`src/pkg/tmf_pkg.sv`:
```
`default_nettype none
package tmf_pkg;
  // register byte offsets on the apb window
  localparam logic [11:0] OFF_FLAGS = 12'h000;
  localparam logic [11:0] OFF_ENABLES = 12'h004;
  localparam logic [11:0] OFF_INTCTL = 12'h008;
  localparam logic [11:0] OFF_TCTRL = 12'h00C;
  localparam logic [11:0] OFF_CNT_LO = 12'h010;
  localparam logic [11:0] OFF_CNT_HI = 12'h014;
  localparam logic [11:0] OFF_CCV_LO = 12'h018;
  localparam logic [11:0] OFF_CCV_HI = 12'h01C;
  localparam logic [11:0] OFF_CCCTRL = 12'h020;
  localparam logic [11:0] OFF_STATUS = 12'h024;

  // flag register bit positions
  localparam int FB_OVF = 0;
  localparam int FB_TBM = 1;
  localparam int FB_C1 = 3;
  localparam int FB_C2 = 4;
  localparam int FB_CCP = 5;
  localparam int FB_CONV = 6;
  localparam logic [7:0] FLAG_IMPL_MASK = 8'h7B;
  localparam logic [7:0] FLAG_FULL_ONLY = 8'h62;

  // interrupt control bits
  localparam int IB_GE = 7;
  localparam int IB_PE = 6;

  // timer control bits
  localparam int CB_RUN = 0;
  localparam int CB_EXT = 1;
  localparam int CB_ASYNC = 2;
  localparam int CB_GE = 3;
  localparam int CB_GINV = 4;
  localparam int CB_GSRC = 5;

  // capture/compare control: mode in [1:0]
  localparam int CC_SEV = 2;
  localparam int CC_RISE = 3;
  localparam logic [1:0] MODE_OFF = 2'h0;
  localparam logic [1:0] MODE_CAP = 2'h1;
  localparam logic [1:0] MODE_CMP = 2'h2;
  localparam logic [1:0] MODE_PWM = 2'h3;

  // counter limits and reset values
  localparam logic [15:0] CNT_MAX = 16'hFFFF;
  localparam logic [15:0] CNT_ZERO = 16'h0000;
  localparam logic [15:0] CNT_ONE = 16'h0001;
  localparam logic [31:0] RDATA_IDLE = 32'h0000_0000;

  // pin vector positions
  localparam int PIN_W = 5;
  localparam int PIN_EXT = 0;
  localparam int PIN_GATE = 1;
  localparam int PIN_C1 = 2;
  localparam int PIN_C2 = 3;
  localparam int PIN_CAP = 4;

  typedef struct packed {
    logic psel;
    logic penable;
    logic pwrite;
    logic [11:0] paddr;
    logic [31:0] pwdata;
  } tmf_apb_req_s;

  typedef struct packed {
    logic pready;
    logic pslverr;
    logic [31:0] prdata;
  } tmf_apb_rsp_s;
endpackage : tmf_pkg
`default_nettype wire

```
`src/core/tmf_pin_sync.sv`:
```
`timescale 1ns/1ps
`default_nettype none
module tmf_pin_sync
  import tmf_pkg::*;
(
  input wire logic mclk,
  input wire logic rst,
  input wire logic [PIN_W-1:0] pin_raw,
  output logic [PIN_W-1:0] pin_lvl
);
  typedef struct packed {
    logic [PIN_W-1:0] s1;
    logic [PIN_W-1:0] s2;
    logic [PIN_W-1:0] s3;
    logic [PIN_W-1:0] lvl;
  } tmf_sync_st_s;

  tmf_sync_st_s r_q;
  tmf_sync_st_s r_d;

  // three stages; level moves only when stages two and three agree
  always_comb begin
    r_d = r_q;
    r_d.s1 = pin_raw;
    r_d.s2 = r_q.s1;
    r_d.s3 = r_q.s2;
    for (int i = 0; i < PIN_W; i++) begin
      if (r_q.s2[i] == r_q.s3[i]) begin
        r_d.lvl[i] = r_q.s3[i];
      end
    end
  end

  always_ff @(posedge mclk) begin
    if (rst) begin
      r_q <= '0;
    end else begin
      r_q <= r_d;
    end
  end

  assign pin_lvl = r_q.lvl;
endmodule : tmf_pin_sync
`default_nettype wire

```
`src/core/tmf_timer.sv`:
```
// Implementation choices: register access over APB and the register offsets.
`timescale 1ns/1ps
`default_nettype none
// What this block does
// RULE1 - every flag sets on its event whatever the enable bits hold
// RULE2 - software clears a stale flag before enabling that interrupt
// RULE3 - flag bits 7 and 2 read zero and ignore writes
// RULE4 - bit 0 sets on timer overflow and holds until software writes zero
// RULE5 - bit 1 sets on second timer period match, held until software clears
// RULE6 - bit 4 on comparator two change, bit 3 on comparator one change
// RULE7 - bit 5 sets on capture or compare match, unused in pwm mode
// RULE8 - bit 6 sets when a conversion completes, zero otherwise
// RULE9 - reduced variant reads converter, capture and second timer flags as zero
// RULE10 - 16-bit count climbs to maximum, wraps to zero, sets overflow flag
// RULE11 - overflow request needs timer, peripheral and global enables all set
// RULE12 - the service routine clears the overflow flag itself
// RULE13 - software clears count halves and overflow flag before enabling
// RULE14 - in sleep only the asynchronous external-clock mode keeps counting
// RULE15 - software sets run, timer enable and peripheral enable before sleep
// RULE16 - sleep overflow wakes the core; global enable then vectors it
// RULE17 - gate pin or comparator two gates counting only with gate enable
// RULE18 - gate invert flips polarity for either gate source
// RULE19 - capture mode copies the count into the capture/compare pair
// RULE20 - compare mode raises an event when the pair equals the count
// RULE21 - special event clears the count without setting the overflow flag
// RULE22 - a count write in the same cycle beats the special event clear
// RULE23 - overflow flag sets in the very cycle the count wraps
module tmf_timer
  import tmf_pkg::*;
#(
  parameter bit FULL_VARIANT = 1'b1
) (
  input wire logic mclk,
  input wire logic rst,
  input wire tmf_apb_req_s apb_req,
  output tmf_apb_rsp_s apb_rsp,
  input wire logic [PIN_W-1:0] pins_in,
  input wire logic sleep_in,
  input wire logic conv_done,
  input wire logic timer_b_match,
  output logic irq_req,
  output logic wake_req
);
  typedef struct packed {
    logic [7:0] flags;
    logic [7:0] en;
    logic [7:0] intc;
    logic [7:0] ctrl;
    logic [7:0] ccc;
    logic [15:0] cnt;
    logic [15:0] ccv;
    logic cmp_prev;
    logic ext_prev;
    logic cap_prev;
    logic c1_prev;
    logic c2_prev;
    tmf_apb_rsp_s rsp;
    logic irq;
    logic wake;
  } tmf_timer_st_s;

  tmf_timer_st_s r_q;
  tmf_timer_st_s r_d;
  logic [PIN_W-1:0] pin_lvl;

  // address match, used by every decode below
  function automatic logic is_reg(input logic [11:0] addr, input logic [11:0] off);
    is_reg = (addr == off);
  endfunction : is_reg

  // pins from outside the clock domain
  tmf_pin_sync u_sync (
    .mclk(mclk),
    .rst(rst),
    .pin_raw(pins_in),
    .pin_lvl(pin_lvl)
  );

  // flag positions that exist on this variant
  logic [7:0] fmask;
  assign fmask = FULL_VARIANT ? FLAG_IMPL_MASK : (FLAG_IMPL_MASK & ~FLAG_FULL_ONLY); // RULE3 RULE9

  // apb phases
  logic setup;
  logic acc;
  logic wr;
  logic wr_lo;
  logic wr_hi;
  assign setup = apb_req.psel & ~apb_req.penable & ~r_q.rsp.pready;
  assign acc = apb_req.psel & apb_req.penable & r_q.rsp.pready;
  assign wr = acc & apb_req.pwrite & ~r_q.rsp.pslverr;
  assign wr_lo = wr & is_reg(apb_req.paddr, OFF_CNT_LO);
  assign wr_hi = wr & is_reg(apb_req.paddr, OFF_CNT_HI);

  // count qualification: source, sleep and gate
  logic ext_rise;
  logic tick;
  logic sleep_ok;
  logic gate_in;
  logic gate_ok;
  logic inc;
  logic wrap;
  // external source counts filtered rising edges only
  assign ext_rise = pin_lvl[PIN_EXT] & ~r_q.ext_prev;
  assign tick = r_q.ctrl[CB_EXT] ? ext_rise : 1'b1;
  assign sleep_ok = ~sleep_in | (r_q.ctrl[CB_EXT] & r_q.ctrl[CB_ASYNC]); // RULE14
  assign gate_in = r_q.ctrl[CB_GSRC] ? pin_lvl[PIN_C2] : pin_lvl[PIN_GATE]; // RULE17
  assign gate_ok = ~r_q.ctrl[CB_GE] | (gate_in == r_q.ctrl[CB_GINV]); // RULE17 RULE18
  assign inc = r_q.ctrl[CB_RUN] & tick & sleep_ok & gate_ok;
  assign wrap = inc & (r_q.cnt == CNT_MAX); // RULE10 RULE23

  // capture/compare events
  logic [1:0] mode;
  logic cmp_eq;
  logic cmp_hit;
  logic sev;
  logic cap_hit;
  assign mode = r_q.ccc[1:0];
  assign cmp_eq = FULL_VARIANT & (mode == MODE_CMP) & (r_q.cnt == r_q.ccv); // RULE20
  assign cmp_hit = cmp_eq & ~r_q.cmp_prev;
  assign sev = cmp_hit & r_q.ccc[CC_SEV]; // RULE20
  assign cap_hit = FULL_VARIANT & (mode == MODE_CAP) & (pin_lvl[PIN_CAP] != r_q.cap_prev)
                   & (pin_lvl[PIN_CAP] == r_q.ccc[CC_RISE]); // RULE19

  // event vector in flag positions
  logic [7:0] ev;
  always_comb begin
    ev = 8'h00;
    // a count write or special event pre-empts the step, so no rollover then
    ev[FB_OVF] = wrap & ~wr_lo & ~wr_hi & ~sev; // RULE4 RULE21
    ev[FB_TBM] = timer_b_match; // RULE5
    ev[FB_C1] = pin_lvl[PIN_C1] ^ r_q.c1_prev; // RULE6
    ev[FB_C2] = pin_lvl[PIN_C2] ^ r_q.c2_prev; // RULE6
    ev[FB_CCP] = cap_hit | cmp_hit; // RULE7
    ev[FB_CONV] = conv_done; // RULE8
  end

  // pending requests seen by the core
  logic pend;
  assign pend = |(r_q.flags & r_q.en & fmask);

  // next state of the whole block
  always_comb begin
    r_d = r_q;
    r_d.ext_prev = pin_lvl[PIN_EXT];
    r_d.cap_prev = pin_lvl[PIN_CAP];
    r_d.c1_prev = pin_lvl[PIN_C1];
    r_d.c2_prev = pin_lvl[PIN_C2];
    r_d.cmp_prev = cmp_eq;
    // control registers
    if (wr && is_reg(apb_req.paddr, OFF_ENABLES)) begin
      r_d.en = apb_req.pwdata[7:0] & fmask;
    end else if (wr && is_reg(apb_req.paddr, OFF_INTCTL)) begin
      r_d.intc = apb_req.pwdata[7:0] & 8'hC0;
    end else if (wr && is_reg(apb_req.paddr, OFF_TCTRL)) begin
      r_d.ctrl = apb_req.pwdata[7:0] & 8'h3F;
    end else if (wr && is_reg(apb_req.paddr, OFF_CCCTRL)) begin
      r_d.ccc = apb_req.pwdata[7:0] & 8'h0F;
    end
    // flags: software write, then events set on top so a set beats a clear
    if (wr && is_reg(apb_req.paddr, OFF_FLAGS)) begin
      r_d.flags = (apb_req.pwdata[7:0] | ev) & fmask; // RULE1 RULE3 RULE12
    end else begin
      r_d.flags = (r_q.flags | ev) & fmask; // RULE1 RULE4 RULE5 RULE6
    end
    // counter: write beats special event, special event beats increment
    if (wr_lo || wr_hi) begin
      if (wr_lo) begin
        r_d.cnt[7:0] = apb_req.pwdata[7:0]; // RULE22
      end
      if (wr_hi) begin
        r_d.cnt[15:8] = apb_req.pwdata[7:0]; // RULE22
      end
    end else if (sev) begin
      r_d.cnt = CNT_ZERO; // RULE21
    end else if (inc) begin
      r_d.cnt = r_q.cnt + CNT_ONE; // RULE10
    end
    // capture/compare pair
    if (cap_hit) begin
      r_d.ccv = r_q.cnt; // RULE19
    end else if (wr && is_reg(apb_req.paddr, OFF_CCV_LO)) begin
      r_d.ccv[7:0] = apb_req.pwdata[7:0];
    end else if (wr && is_reg(apb_req.paddr, OFF_CCV_HI)) begin
      r_d.ccv[15:8] = apb_req.pwdata[7:0];
    end
    // apb answer prepared in setup, shown in access
    r_d.rsp.pready = setup;
    r_d.rsp.pslverr = 1'b0;
    r_d.rsp.prdata = RDATA_IDLE;
    if (setup) begin
      if (is_reg(apb_req.paddr, OFF_FLAGS)) begin
        r_d.rsp.prdata[7:0] = r_q.flags & fmask; // RULE3 RULE9
      end else if (is_reg(apb_req.paddr, OFF_ENABLES)) begin
        r_d.rsp.prdata[7:0] = r_q.en;
      end else if (is_reg(apb_req.paddr, OFF_INTCTL)) begin
        r_d.rsp.prdata[7:0] = r_q.intc;
      end else if (is_reg(apb_req.paddr, OFF_TCTRL)) begin
        r_d.rsp.prdata[7:0] = r_q.ctrl;
      end else if (is_reg(apb_req.paddr, OFF_CNT_LO)) begin
        r_d.rsp.prdata[7:0] = r_q.cnt[7:0];
      end else if (is_reg(apb_req.paddr, OFF_CNT_HI)) begin
        r_d.rsp.prdata[7:0] = r_q.cnt[15:8];
      end else if (is_reg(apb_req.paddr, OFF_CCV_LO)) begin
        r_d.rsp.prdata[7:0] = r_q.ccv[7:0];
      end else if (is_reg(apb_req.paddr, OFF_CCV_HI)) begin
        r_d.rsp.prdata[7:0] = r_q.ccv[15:8];
      end else if (is_reg(apb_req.paddr, OFF_CCCTRL)) begin
        r_d.rsp.prdata[7:0] = r_q.ccc;
      end else if (is_reg(apb_req.paddr, OFF_STATUS)) begin
        r_d.rsp.prdata[3:0] = {r_q.wake, r_q.irq, gate_ok, pin_lvl[PIN_C2]};
      end else begin
        r_d.rsp.pslverr = 1'b1;
      end
    end
    // request to the core and wake from sleep
    r_d.irq = pend & r_q.intc[IB_PE] & r_q.intc[IB_GE]; // RULE11 RULE16
    r_d.wake = sleep_in & pend & r_q.intc[IB_PE]; // RULE16
  end

  always_ff @(posedge mclk) begin
    if (rst) begin
      r_q <= '0;
    end else begin
      r_q <= r_d;
    end
  end

  // outputs straight from the state flops
  assign apb_rsp = r_q.rsp;
  assign irq_req = r_q.irq;
  assign wake_req = r_q.wake;
endmodule : tmf_timer
`default_nettype wire

```
`config.mk`:
```
export PLATFORM = sky130hd
export DESIGN_NAME = tmf_timer
export DESIGN_NICKNAME = d
export VERILOG_FILES = /design/src/pkg/tmf_pkg.sv /design/src/core/tmf_pin_sync.sv /design/src/core/tmf_timer.sv
export SDC_FILE = /design/constraint.sdc
export NUM_CORES = 1
export LEC_CHECK = 0
export BUFFER_PORTS_ARGS = -buffer_cell sky130_fd_sc_hd__buf_2
export CORE_MARGIN = 2
export CORE_UTILIZATION = 45
export CTS_BUF_LIST = sky130_fd_sc_hd__clkbuf_2 sky130_fd_sc_hd__clkbuf_4 sky130_fd_sc_hd__clkbuf_8
export DETAILED_ROUTE_END_ITERATION = 8
export PLACE_DENSITY = 0.79
export SLEW_MARGIN = 20
export SYNTH_ARGS = -nofsm -noshare
export SYNTH_HDL_FRONTEND = slang
export SYNTH_SLANG_ARGS = --single-unit
```
`constraint.sdc`:
```
create_clock -name mclk -period 6.05 [get_ports mclk]
set_input_delay 1.5125 -clock mclk [delete_from_list [all_inputs] [get_ports mclk]]
set_output_delay 1.5125 -clock mclk [all_outputs]
set_load 0.05 [all_outputs]
```
Yosys cells after proc, flatten, opt, wreduce, memory -nomap -nowiden
Cells that the tools add are included.
{"block": "word_totals", "in_bits": 57, "regBits": 118, "word_cells": 147}
{"block": "op_classes", "add_sub_neg": 1, "n_bitwise": 48, "muxes": 23, "n_eq_ne": 24, "reduce_logical": 22}
{"op": "8-bit 2-to-1 mux", "count": 12}
{"op": "16-bit 2-to-1 mux", "count": 4}
{"op": "12-bit by 5-bit equality test with 1-bit output (second input constant)", "count": 4}
{"op": "1-bit bitwise AND", "count": 26}
{"op": "12-bit by 4-bit equality test with 1-bit output (second input constant)", "count": 2}
{"op": "12-bit by 6-bit equality test with 1-bit output (second input constant)", "count": 2}
{"op": "16-bit by 1-bit adder with 16-bit output (second input constant)", "count": 1}
{"op": "16-bit equality test", "count": 1}
{"op": "16-bit equality test (second input constant)", "count": 1}
{"op": "7-bit 2-to-1 mux", "count": 2}
{"op": "1-bit inverter", "count": 14}
{"op": "7-bit OR", "count": 2}
{"op": "12-bit by 3-bit equality test with 1-bit output (second input constant)", "count": 1}
{"op": "12-bit logical NOT", "count": 1}
{"op": "11-bit OR reduction", "count": 1}
{"op": "4-bit 2-to-1 mux", "count": 2}
{"op": "2-bit AND reduction", "count": 4}
{"op": "7-bit bitwise AND", "count": 1}
{"op": "1-bit equality test", "count": 7}
{"op": "1-bit logical AND", "count": 7}
{"op": "2-bit inequality test (second input constant)", "count": 3}
{"op": "6-bit OR reduction", "count": 1}
{"op": "4-bit AND reduction", "count": 1}
{"op": "2-bit nonzero test", "count": 2}
{"op": "other kinds (11)", "count": 16}

Longest topological paths before layout
{"block": "logic_depth", "depth_word": 13, "ltp_mapped": 9, "mapped_depth_nobuf": 7}

Modules after synthesis
Synthesis repeated with hierarchy kept, for this count alone.
{"block": "unflattened", "hier_cells": 564, "hier_area_um2": 5048.6}
{"mod": "tmf_timer", "area_per_inst_um2": 4369.2, "cells_per_inst": 507, "n_inst": 1}
{"mod": "tmf_pin_sync", "area_per_inst_um2": 679.4, "cells_per_inst": 57, "n_inst": 1}

Worst setup path before layout
Ideal clock, no wire load.
{"block": "synth_timing", "path_kind": "input port to flip-flop", "start": "input apb_req[39] (netlist bit)", "end": "register r_q[85] (netlist bit)", "arrival_time_ps": 3113, "stages": 8, "t_required_ps": 5922, "path_buffers": 2, "path_slack_ps": 2810, "setup_time_ps": 128, "path_cell_list": "nor4_4 and2_1 buf_6 nand3_4 or4_4 buf_6 mux2i_1 nor2_1"}
{"block": "synth_via", "elab_chain_cells": 4, "word_cells_on_any_way": 9}
{"element": "from (decl)", "line_no": "tmf_timer.sv:35", "text": "input wire tmf_apb_req_s apb_req,"}
{"element": "12-bit by 4-bit equality test with 1-bit output or 12-bit by 3-bit equality test with 1-bit output (tied branches)", "line_no": "tmf_timer.sv:68", "text": "is_reg = (addr == off);"}
{"element": "1-bit logical AND (on tied branches)", "line_no": "tmf_timer.sv:153, tmf_timer.sv:151"}
{"element": "1-bit inverter (no line)"}
{"element": "3-bit AND reduction (no line) *"}
{"element": "to (signal assigned)", "line_no": "tmf_timer.sv:225", "text": "r_q <= r_d;"}
{"element": "to (decl)", "line_no": "tmf_timer.sv:62", "text": "tmf_timer_st_s r_q;"}
Every way passes the cells marked *; elsewhere a longest branch is shown, timed or not.
A chain may end at the register's enable or synchronous reset.

Final worst setup path
{"block": "layout_timing", "start": "input apb_req[34] (netlist bit)", "end": "register r_q[70] (netlist bit)"}
{"block": "layout_via", "elab_chain_cells": 5, "word_cells_on_any_way": 9}
{"element": "12-bit by 5-bit equality test with 1-bit output", "line_no": "tmf_timer.sv:68"}
{"element": "1-bit bitwise AND (on tied branches)", "line_no": "tmf_timer.sv:92, tmf_timer.sv:93"}
{"element": "1-bit logical OR", "line_no": "tmf_timer.sv:167", "text": "if (wr_lo || wr_hi) begin"}
{"element": "2-bit inequality test (no line) or 3-bit nonzero test (tied branches)"}
{"element": "2-bit AND reduction (no line)"}
Several ways; a longest one is shown, not always the timed one.

==> flow_results.org <==
** Run status
- The flow ran to the end, and the final reports show no timing, DRC or antenna violations.

** STA
- Dividing the final minimum period by the clock period gives between 50 and 60%.
- Setup violations remaining at the end of the flow were counted as 0.
- The max-slew violation count was 0.
- Setup total negative slack on the finished layout was measured at 0 ns.
- Post-route setup slack :: 2.49 ns
- On the final layout, the worst clock skew is between 0.01 and 0.015 ns.
- Pin slew with the least headroom to its limit :: 0.797 ns
- Peak clock frequency supported by timing :: 281 MHz
- Worst rel slew slack :: 46.5%
- The number of hold-slack violations in the final timing report is 0.
- The worst path in the final design needs a cycle of 3.56 ns, including I/O delays and setup.
- RSZ-0062 raised after global routing :: false

** GRT
- First-pass GRT wire length :: 22.6 mm
- Antenna violations before repair :: 0
- Largest net degree at the start of global routing :: 68
- Vias in the first global route :: approximately 4,200
- Overflow left after global routing :: 0
- Global routing usage summed across all routing layers :: between 20 and 25%

** Detailed routing
- Post-detailed-route wirelength per cell :: 19.5 um
- First-pass iteration count of the detailed router :: 7
- Routed Antenna Nets :: 0
- After the first detailed-routing iteration, the DRC count stood at between 500 and 600.
- For this run, design rule violations remaining after detail routing come to 0.
- For this block, the via count after detailed routing is 4,654.
- Vias per std cell :: 6.21
- After detailed routing, the total wire length is 14.6 mm.

** Flow run
- The tool flagged a number of max-cap violations equal to 0.

** Floorplan
- Top-level I/O count :: 93
- The initialized floorplan defines 39 standard-cell rows.
- Starting density of the core :: approximately 46%
- Die height :: 111 um
- Die width :: around 110 um
- The core region is 11,300 um^2.
- Die Area :: roughly 12,000 um^2

** Place
- Input and output buffers added on the ports amount to 44.
- Summed over all nets, the half-perimeter wirelength after detailed placement is between 10 and 15 mm.
- Final GP Congestion :: between 0.9 and 1
- Setup slack after placement :: 2.17 ns
- The placed instances occupy a cell area of 5230 um^2.

** Critical path
- Startpoint Class :: primary input
- Broken down by cell family, the worst path's largest delay share belongs to simple AND/OR/NAND/NOR gates.
- Together, buffers and inverters on the worst path number 1.
- Standard cell with the maximum stage delay on the critical path :: buf_2
- Cells along the critical path :: buf_2, nand2b_1, nor3_1, nand4_1, o21ai_2, or3b_4, o22ai_1
- Worst setup path class :: in2reg
- Critical path arrival :: roughly 3.9 ns
- Required time at the endpoint of the critical path :: about 6.4 ns
- STA classifies the critical path endpoint as a register.
- On the worst path, the slowest cell contributes a delay of 0.52 ns.
- Largest fanout on the critical path :: 26

** Logic synthesis
- In the synthesized netlist the dominant register cell turns out to be dfxtp_1.
- Library cells used by synthesis :: 70
- Most common cell in the synthesized netlist :: dfxtp_1
- By area the synthesized netlist is led by dfxtp_1, mux2i_1, buf_4.
- Synthesis inferred 93 register bits.
- Synthesis produced a netlist whose cell count is about 600.
- Post-synth EDFFs :: 0
- Area share of the largest cell type after synthesis :: 35.8%
- Number of warnings reported in the yosys synthesis log :: 0
- Cell type with the highest aggregate area in the netlist :: dfxtp_1
- The cell area that synthesis handed to floorplanning was 5200 um^2.
- Commonest cells post-synth :: dfxtp_1, nor2_1, mux2i_1
- Summing the sequential cell areas from Yosys gives a little over a third of the chip area.
- In this run the mean area of a mapped cell was 8.68 um^2.
- For this run, asynchronously set or reset flops after synthesis account for 0%.

** Layout
- Layout cell share with drive strength beyond 1 :: between 10% and 20%
- 0 antenna diodes ended up in the layout.
- The filler cells instantiated in the layout total around 1,100.
- Post-layout instance area :: between 5000 and 6000 um^2
- For this run, the post-layout net count is 660.
- Synth-to-layout area growth :: 5.08%

** Clocking
- Clock-pin slew was measured on the worst setup and hold paths at 0.10 ns.
- Clock latency on the worst-skew pair, taken at its later pin, is 0.38 ns.
- CTS resizes :: 0
- In this run, CTS created clock tree buffers numbering 9.
- Counting along the longest clock path gives a buffer depth of 2.
- Number of post-CTS setup repair buffers :: 0
- The number of hold buffers added after CTS was 0.
- Clock net sink count :: 93
- Clk Tree Root Cell :: clkbuf_8
- Level count of the clock H-tree :: 3
- CTS tree :: done

** Min path
- HP Class :: reg2reg

** Power
- Total power for the finished layout comes to 1.18 mW.
- Areal power density over the cells :: 215 nW/um^2
- Cell leakage power :: around 2.0 nW
- Peak VDD IR :: 0.000135 V
==> layout make-up <==
class	instances	area, um^2	share of cell area (%)
flip-flops and latches	93	1860	34.1
multi-input cells	443	2930	53.6
well taps	143	179	3.28
inverters	9	33.8	0.619
clock inverters	7	92.6	1.70
clock buffers	9	124	2.27
repair buffers	46	243	4.44
==> cells by family (layout without fill, tap and decap cells) <==
| group | count (synthesis) | count (layout) | share of synthesized area (%) |
|---|---|---|---|
| adders and majority gates | 1 | 1 | 0.241 |
| other | 1 | 24 | 0.0722 |
| xor gates and xnor gates | 18 | 18 | 3.03 |
| AOI/OAI and AO/OA | 134 | 134 | 18.2 |
| buffers and inverters | 86 | 71 | 9.51 |
| and+or+nand+nor | 210 | 210 | 22.3 |
| muxes | 56 | 56 | 10.9 |
| DFF | 93 | 93 | 35.8 |
==> routing by layer <==
metal | vias up | global-route usage [%] | share of wire, %
met5 | - | 0 | 0
met2 | 263 | 36.3 | 46
met1 | 2222 | 30.7 | 42
met3 | 42 | 3.86 | 8.9
li1 | 2127 | - | -
met4 | 0 | 10.6 | 3.4
==> cells in the final DEF, fill, tap and decap left out, types with 3 or more instances in the layout <==
cell	n
nand4_1	9
o21ai_0	17
a31oi_1	8
o22ai_1	5
a21oi_1	32
nand2b_1	4
and3_1	6
nand2_1	38
a211oi_1	15
nor2b_1	23
a2111oi_0	3
a221oi_1	5
nor3_1	18
o32ai_1	11
dfxtp_1	93
mux2i_1	52
nor2_1	58
nor3b_1	4
and2_1	5
nor4_1	5
o2bb2ai_1	11
inv_1	9
xor2_1	3
clkbuf_8	9
xnor2_1	15
buf_2	44
conb_1	24
nand3_1	14
a22oi_1	4
mux2_2	4
==> per-stage QoR <==
| step | cells | utilization, % | hold WS [ns] |
|---|---|---|---|
| 5_1_grt | 750 | 48.2 | 0.465 |
| 2_1_floorplan | 622 | - | 0.414 |
| 3_5_place_dp | 733 | 46.2 | 0.431 |
| 4_1_cts | 749 | 48.1 | 0.456 |
| 6_report | 750 | 48.2 | 0.451 |
| 3_3_place_gp | 733 | 46.2 | 0.418 |
==> registers in the layout, indices dropped and copies added, names as in the netlist <==
| register | count |
|---|---|
| mode | 2 |
| irq_req | 1 |
| apb_rsp | 10 |
| u_sync.r_d | 10 |
| r_q | 59 |
| u_sync.r_q | 5 |
| wake_req | 1 |
| u_sync.pin_lvl | 5 |
==> power by group <==
part,total (mW),switching [mW],internal [mW]
clock,0.452,0.250,0.202
sequential,0.621,0.00311,0.617
combinational,0.103,0.0808,0.0224
==> worst paths after layout <==
kind	start	end	slack (ns)	cells past startpoint
setup / recovery	apb_req[34]	r_q[70]$_SDFFE_PP0P_	2.49	7
hold / removal	u_sync.r_d[11]$_SDFF_PP0_	u_sync.r_d[6]$_SDFF_PP0_	0.45	1
setup reg to reg	u_sync.pin_lvl[3]$_SDFFE_PP0N_	r_q[64]$_SDFFE_PP0P_	3.61	6
hold reg to reg	u_sync.r_d[11]$_SDFF_PP0_	u_sync.r_d[6]$_SDFF_PP0_	0.45	1
(Power assumes the default switching activity.)
